===== config.mk =====
export PLATFORM = sky130hd
export DESIGN_NAME = cbu_core
export DESIGN_NICKNAME = d
export VERILOG_FILES = /design/src/include/cbu_pkg.sv /design/src/rtl/cbu_core.sv /design/src/rtl/cbu_decoder.sv /design/src/rtl/cbu_target.sv
export SDC_FILE = /design/constraint.sdc
export NUM_CORES = 1
export LEC_CHECK = 0
export ABC_CLOCK_PERIOD_IN_PS = 4790
export BUFFER_PORTS_ARGS = -buffer_cell sky130_fd_sc_hd__buf_2
export CAP_MARGIN = 20
export CORE_MARGIN = 2
export CORE_UTILIZATION = 56
export DETAILED_ROUTE_END_ITERATION = 8
export GPL_ROUTABILITY_DRIVEN = 0
export MAX_ROUTING_LAYER = met4
export PLACE_DENSITY = 0.81
export SYNTH_ARGS = -nofsm -noshare
export SYNTH_HDL_FRONTEND = slang
export SYNTH_SLANG_ARGS = --single-unit

===== constraint.sdc =====
create_clock -name clk_sys -period 4.79 [get_ports clk_sys]
set_input_delay 1.437 -clock clk_sys [delete_from_list [all_inputs] [get_ports clk_sys]]
set_output_delay 1.437 -clock clk_sys [all_outputs]
set_load 0.005 [all_outputs]

===== src/include/cbu_pkg.sv =====
/*
 Constants for the conditional branch unit: opcode fields, phase encoding,
 program counter width and reset values. Assumes a core with four clock
 phases per instruction cycle on one system clock.
*/
// Summary of operation
// - Negative set branches to target, else falls through.
// - Negative-set opcode is 1110 0110 plus displacement.
// - Opcode 1110 0011 branches when carry is 0.
// - Opcode 1110 0111 branches when negative is 0.
// - Opcode 1110 0101 branches when overflow is 0.
// - Displacement is signed, doubled, word aligned.
// - Target is branch address plus 2 plus 2n.
// - Adds to already incremented program counter.
// - Untaken leaves PC at address plus 2.
// - Taken costs two cycles, untaken costs one.
// - Taken: decode, read, process, write PC in Q4.
// - Taken second cycle is a no-op flush.
// - Untaken does no PC write in Q4.
package cbu_pkg;
   localparam int CBU_PC_WIDTH = 21;
   localparam int CBU_WORD_WIDTH = 16;
   localparam logic [3:0] CBU_GROUP_NIBBLE = 4'hE;
   localparam logic [3:0] CBU_SUB_NEG_SET = 4'h6;
   localparam logic [3:0] CBU_SUB_CARRY_CLEAR = 4'h3;
   localparam logic [3:0] CBU_SUB_NEG_CLEAR = 4'h7;
   localparam logic [3:0] CBU_SUB_OVF_CLEAR = 4'h5;
   localparam int CBU_GROUP_HI = 15;
   localparam int CBU_GROUP_LO = 12;
   localparam int CBU_SUB_HI = 11;
   localparam int CBU_SUB_LO = 8;
   localparam int CBU_DISP_HI = 7;
   localparam int CBU_DISP_LO = 0;
   localparam logic [20:0] CBU_PC_RESET = 21'h000000;
   localparam logic [1:0] CBU_PHASE_Q1 = 2'h0;
   localparam logic [1:0] CBU_PHASE_Q2 = 2'h1;
   localparam logic [1:0] CBU_PHASE_Q3 = 2'h2;
   localparam logic [1:0] CBU_PHASE_Q4 = 2'h3;
   typedef enum logic [1:0] {CBU_COND_NONE, CBU_COND_TRUE} cbu_dummy_type;
   typedef enum {CBU_EXECUTE, CBU_FLUSH} cbu_state_type;
endpackage


===== src/rtl/cbu_core.sv =====
/*
 Conditional branch unit. Steps Q1..Q4 each clock, decodes the fetched word
 at Q1, and on a taken branch writes the PC at Q4 then flushes one cycle.
 Assumes the fetch stage supplies the word and advances the PC itself.
*/
`timescale 1ns/10ps
`default_nettype none
module cbu_core
   import cbu_pkg::*;
#(
   parameter int PC_WIDTH = CBU_PC_WIDTH
) (
   input wire logic clk_sys,
   input wire logic rst,
   input wire logic [CBU_WORD_WIDTH-1:0] fetch_word,
   input wire logic flag_neg,
   input wire logic flag_carry,
   input wire logic flag_ovf,
   input wire logic [PC_WIDTH-1:0] pc_in,
   output logic [1:0] phase,
   output logic is_branch,
   output logic pc_write,
   output logic [PC_WIDTH-1:0] pc_out,
   output logic flush,
   output logic done
);
   cbu_state_type state;
   cbu_state_type next_state;
   logic [CBU_WORD_WIDTH-1:0] ir;
   logic hit;
   logic hold_taken;
   logic [7:0] disp;
   logic [PC_WIDTH-1:0] target;
   logic dec_branch;
   logic dec_taken;

   cbu_decoder u_dec (
      .word(fetch_word),
      .flag_neg(flag_neg),
      .flag_carry(flag_carry),
      .flag_ovf(flag_ovf),
      .is_branch(dec_branch),
      .taken(dec_taken)
   );

   cbu_target #(.PC_WIDTH(PC_WIDTH)) u_tgt (
      .pc_next(pc_in),
      .disp(disp),
      .target(target)
   );

   wire logic at_q1 = (phase == CBU_PHASE_Q1);
   wire logic at_q2 = (phase == CBU_PHASE_Q2);
   wire logic at_q4 = (phase == CBU_PHASE_Q4);
   wire logic run = (state == CBU_EXECUTE);
   wire logic write_now = at_q4 && run && hit && hold_taken;
   wire logic end_cycle = at_q4 && !write_now;

   always_comb begin
      next_state = state;
      case (state)
         CBU_EXECUTE: if (write_now) next_state = CBU_FLUSH;
         CBU_FLUSH: if (at_q4) next_state = CBU_EXECUTE;
         default: next_state = CBU_EXECUTE;
      endcase
   end

   always_ff @(posedge clk_sys or posedge rst) begin
      if (rst) begin
         phase <= CBU_PHASE_Q1;
         state <= CBU_EXECUTE;
      end else begin
         phase <= phase + 2'h1;
         state <= next_state;
      end
   end

   always_ff @(posedge clk_sys or posedge rst) begin
      if (rst) begin
         ir <= '0;
         hit <= 1'b0;
         hold_taken <= 1'b0;
      end else if (at_q1 && run) begin
         ir <= fetch_word;
         hit <= dec_branch;
         hold_taken <= dec_taken;
      end
   end

   always_ff @(posedge clk_sys or posedge rst) begin
      if (rst) begin
         disp <= 8'h00;
      end else if (at_q2 && run) begin
         disp <= ir[CBU_DISP_HI:CBU_DISP_LO];
      end
   end

   always_ff @(posedge clk_sys or posedge rst) begin
      if (rst) begin
         pc_write <= 1'b0;
         pc_out <= PC_WIDTH'(CBU_PC_RESET);
         flush <= 1'b0;
         done <= 1'b0;
         is_branch <= 1'b0;
      end else begin
         pc_write <= write_now;
         if (write_now) begin
            pc_out <= target;
         end
         flush <= (next_state == CBU_FLUSH);
         done <= end_cycle && hit && run;
         is_branch <= hit && run;
      end
   end
endmodule
`default_nettype wire


===== src/rtl/cbu_decoder.sv =====
/*
 Combinational decode of one instruction word into a branch condition.
 Assumes the word and flags are stable on the same clock as the core.
*/
`timescale 1ns/10ps
`default_nettype none
module cbu_decoder
   import cbu_pkg::*;
(
   input wire logic [CBU_WORD_WIDTH-1:0] word,
   input wire logic flag_neg,
   input wire logic flag_carry,
   input wire logic flag_ovf,
   output logic is_branch,
   output logic taken
);
   wire logic group_hit = (word[CBU_GROUP_HI:CBU_GROUP_LO] == CBU_GROUP_NIBBLE);
   wire logic [3:0] sub = word[CBU_SUB_HI:CBU_SUB_LO];
   wire logic branch_if_neg_set = group_hit && (sub == CBU_SUB_NEG_SET);
   wire logic branch_if_carry_clear = group_hit && (sub == CBU_SUB_CARRY_CLEAR);
   wire logic branch_if_neg_clear = group_hit && (sub == CBU_SUB_NEG_CLEAR);
   wire logic branch_if_ovf_clear = group_hit && (sub == CBU_SUB_OVF_CLEAR);
   assign is_branch = branch_if_neg_set | branch_if_carry_clear | branch_if_neg_clear
      | branch_if_ovf_clear;
   assign taken = (branch_if_neg_set && flag_neg)
      || (branch_if_carry_clear && !flag_carry)
      || (branch_if_neg_clear && !flag_neg)
      || (branch_if_ovf_clear && !flag_ovf);
endmodule
`default_nettype wire


===== src/rtl/cbu_target.sv =====
/*
 Branch target adder: incremented PC plus twice the signed displacement.
 Assumes pc_next already points past the branch word.
*/
`timescale 1ns/10ps
`default_nettype none
module cbu_target
   import cbu_pkg::*;
#(
   parameter int PC_WIDTH = CBU_PC_WIDTH
) (
   input wire logic [PC_WIDTH-1:0] pc_next,
   input wire logic [7:0] disp,
   output logic [PC_WIDTH-1:0] target
);
   wire logic [PC_WIDTH-1:0] offset = PC_WIDTH'({{(PC_WIDTH-9){disp[7]}}, disp, 1'b0});
   assign target = pc_next + offset;
endmodule
`default_nettype wire


==> impl_metrics.ini <==
[outcome]
status = finished clean

[synth]
yosysTopAreaCellShare_pct = 53.83
synthFlopType = dfrtp_1
syn_area_um2 = 3580
syn_area_per_cell_um2 = 11.12
synthAdderAreaFrac_pct = 8.249
synth_compound_area_share_pct = 12.13
synth-seq-cells = 77
synth_top_cells_by_area = dfrtp_1 (54%), ha_1 (7.7%), mux2_2 (5.0%), nand2_1 (4.3%), o21ai_0 (3.6%)
netlist.top_cell.by_area = dfrtp_1
synth_xor_area_share_pct = 3.915
synth.distinct_cells = 40
async_flop_share_pct = 100.0
ys_warn_count = 0
seq_area_frac_synth_pct = 53.83
synth_top_family_by_area = simple AND/OR/NAND/NOR gates
syn_inst = 322
synth_edf_count = 0
muxShareOfSynthArea_pct = 5.313
synth-simple-area-share_pct = 14.30

[clocking]
clk_latency_ps = 350
cts_hold_buf = 0
cts_tree = yes
cts_root_buffer = clkbuf_8
clock-sinks = 77
cts_resized = 0
ctsLongestPathBuffers = 2
cts_setup_buffers = 0
htreeDepth = 3
numCtsBuffers = 9
clk_pin_slew_worst_paths_ps = 80

[worst_setup_path]
worstSetupStartpointType = input port
path_class = input port to flop
cp_max_fo = 4
reg2reg_slack_ps = 2180
crit_required_ps = 5020
critical_path_arrival_ps = 3470
end_kind = flop

[finish]
antennaDiodeCount = 0
finalCoreUtilization_pct = 68.35
fin_nets = 490
layout-drive-gt1-share_pct = 25.12
area_delta_synth_final_pct = 19.85
fillers = 480

[floorplanning]
row_count = 29
die-area_um2 = 7048
initial_utilization_pct = 57.03
core_um2 = 6277
die_h_um = 83.95
die_w_um = 83.95
pin_count = 69

[drt]
final_antenna_net_count = 0
vias_per_cell = 5.156
dr.pass1.iters = 4
wl_mm = 6.858
routedWlPerCell_um = 13.53
drt_iter0_drc = 73
drc = 0
vias = 2614

[grt]
grt_max_degree = 54
grt_usage_pct = 21.56
grt_overflow = 0
grt_pass1_wl_mm = 11.67
first_global_vias = 2617
antenna_found_initial = 0

[timing]
layout_min_cycle_time_ps = 3240
rsz0062_at_grt = no
slew-limit-headroom_pct = 56.76
clock.fmax_mhz = 308.6
skew_ps = 9.122
period_share_pct = 67.65
setup_viol = 0
worstMarginPinSlew_ps = 648.6
finalSetupTns_ps = 0
hold_slack_ps = 475.5
hold_viol = 0
drv_slew = 0

[power_and_ir_drop]
powerDensity_nw_per_um2 = 280.1
ir_worst_vdd_mv = 0.1996
p_leak_nw = 2.082

[job]
max_cap_violations = 0

[placement]
port_buffers = 68
dp.final_hpwl_mm = 4.977

[hold_path]
min_path_type = flop to flop
## synth_stat cells (all sizes together), types with 3 or more instances
cell and n:
nor3b 6, and2 4, nand2 41, a31oi 5
nand4 5, nor2 11, a21o 5, nor3 6
ha 22, xor2 6, nand3 6, and3 3
clkbuf 5, inv 13, o21ai 26, dfrtp 77
xnor2 10, nor4 8, a21oi 15, mux2 16
o21a 3, o211ai 3, a31o 3, nand2b 4
## critical path, stage by stage
cell       delay [ps]
buf_2              80
ha_1              160
inv_1              60
fa_1              390
nor2b_1           170
o2111ai_1         150
and3_1            210
o31a_1            350
o21bai_1          180
mux2i_1           200
nand3_1            90
## state kept, by name (all words and copies together) (netlist names), 2 cells and up
register  count
phase         2
state        32
ir            8
pc_out       21
disp          8
## layer usage
layer  share of wire, %  wire (um)  up-vias  track usage [%]
li1                   -          -     1314                -
met1                 45       3074     1217            26.88
met2                 48       3306       67            33.96
met3                4.7        321       16            5.143
met4                2.3        155        0            9.091
met5                  0          0        -                -
## layout make-up
cell class	count	area (um2)	share of cell area, %
well taps	77	96.34	2.246
clock inverters	7	58.81	1.371
repair buffers	69	347.8	8.107
multi-input cells	255	1688	39.34
inverters	13	48.80	1.137
clock buffers	9	123.9	2.887
flip-flops and latches	77	1927	44.91
## worst paths after layout
path,endpoint,cells after the start,from
setup / recovery,pc_out[15]$_DFFE_PP0P_,11,pc_in[1]
hold / removal,pc_out[10]$_DFFE_PP0P_,2,pc_out[10]$_DFFE_PP0P_
setup reg to reg,pc_out[20]$_DFFE_PP0P_,7,state[8]$_DFF_PP0_
hold reg to reg,pc_out[10]$_DFFE_PP0P_,2,pc_out[10]$_DFFE_PP0P_
max in group asynchronous,ir[5]$_DFFE_PP0P_,3,rst
min in group asynchronous,state[17]$_DFF_PP0_,2,rst
## where the power goes
group	internal (W)	total [W]	switching, W
Combinational	0.0000306	0.0000733	0.0000426
Sequential	0.000667	0.000673	0.00000600
Clock	0.000196	0.000456	0.000260
## logic make-up (layout without fill, tap and decap cells)
family / count (synthesis) / after routing
AND/OR/NAND/NOR: 98 / 98
flip-flops: 77 / 77
AO/OA/AOI/OAI: 70 / 70
adder cells (fa/ha/maj): 23 / 23
buffers and inverters: 20 / 98
multiplexers: 17 / 17
XOR/XNOR: 16 / 16
other: 1 / 31
## through the flow
stage | worst slack (ps) | total power, W | cell area [um2] | std cells
3_5_place_dp | 1197 | 0.0007591 | 4108 | 491
3_3_place_gp | 1254 | 0.0007555 | 4108 | 491
5_1_grt | 1399 | 0.001257 | 4290 | 507
4_1_cts | 1570 | 0.001214 | 4290 | 507
6_report | 1550 | 0.001202 | 4290 | 507
2_1_floorplan | 1386 | 0.0007274 | 3692 | 352
## cell usage in the layout (no fill, tap or decap), drive strengths merged, types with 2 or more instances in the layout
cell,n
a21o,5
a21oi,15
a31o,3
a31oi,5
and2,4
and3,3
buf,69
clkbuf,9
clkinv,3
conb,31
dfrtp,77
ha,22
inv,16
mux2,16
nand2,41
nand2b,4
nand3,6
nand4,5
nor2,11
nor2b,2
nor3,6
nor3b,6
nor4,8
o211ai,3
o21a,3
o21ai,26
o21bai,2
o31a,2
o31ai,2
xnor2,10
xor2,6
Note: power is estimated with default switching activity, not from simulation.
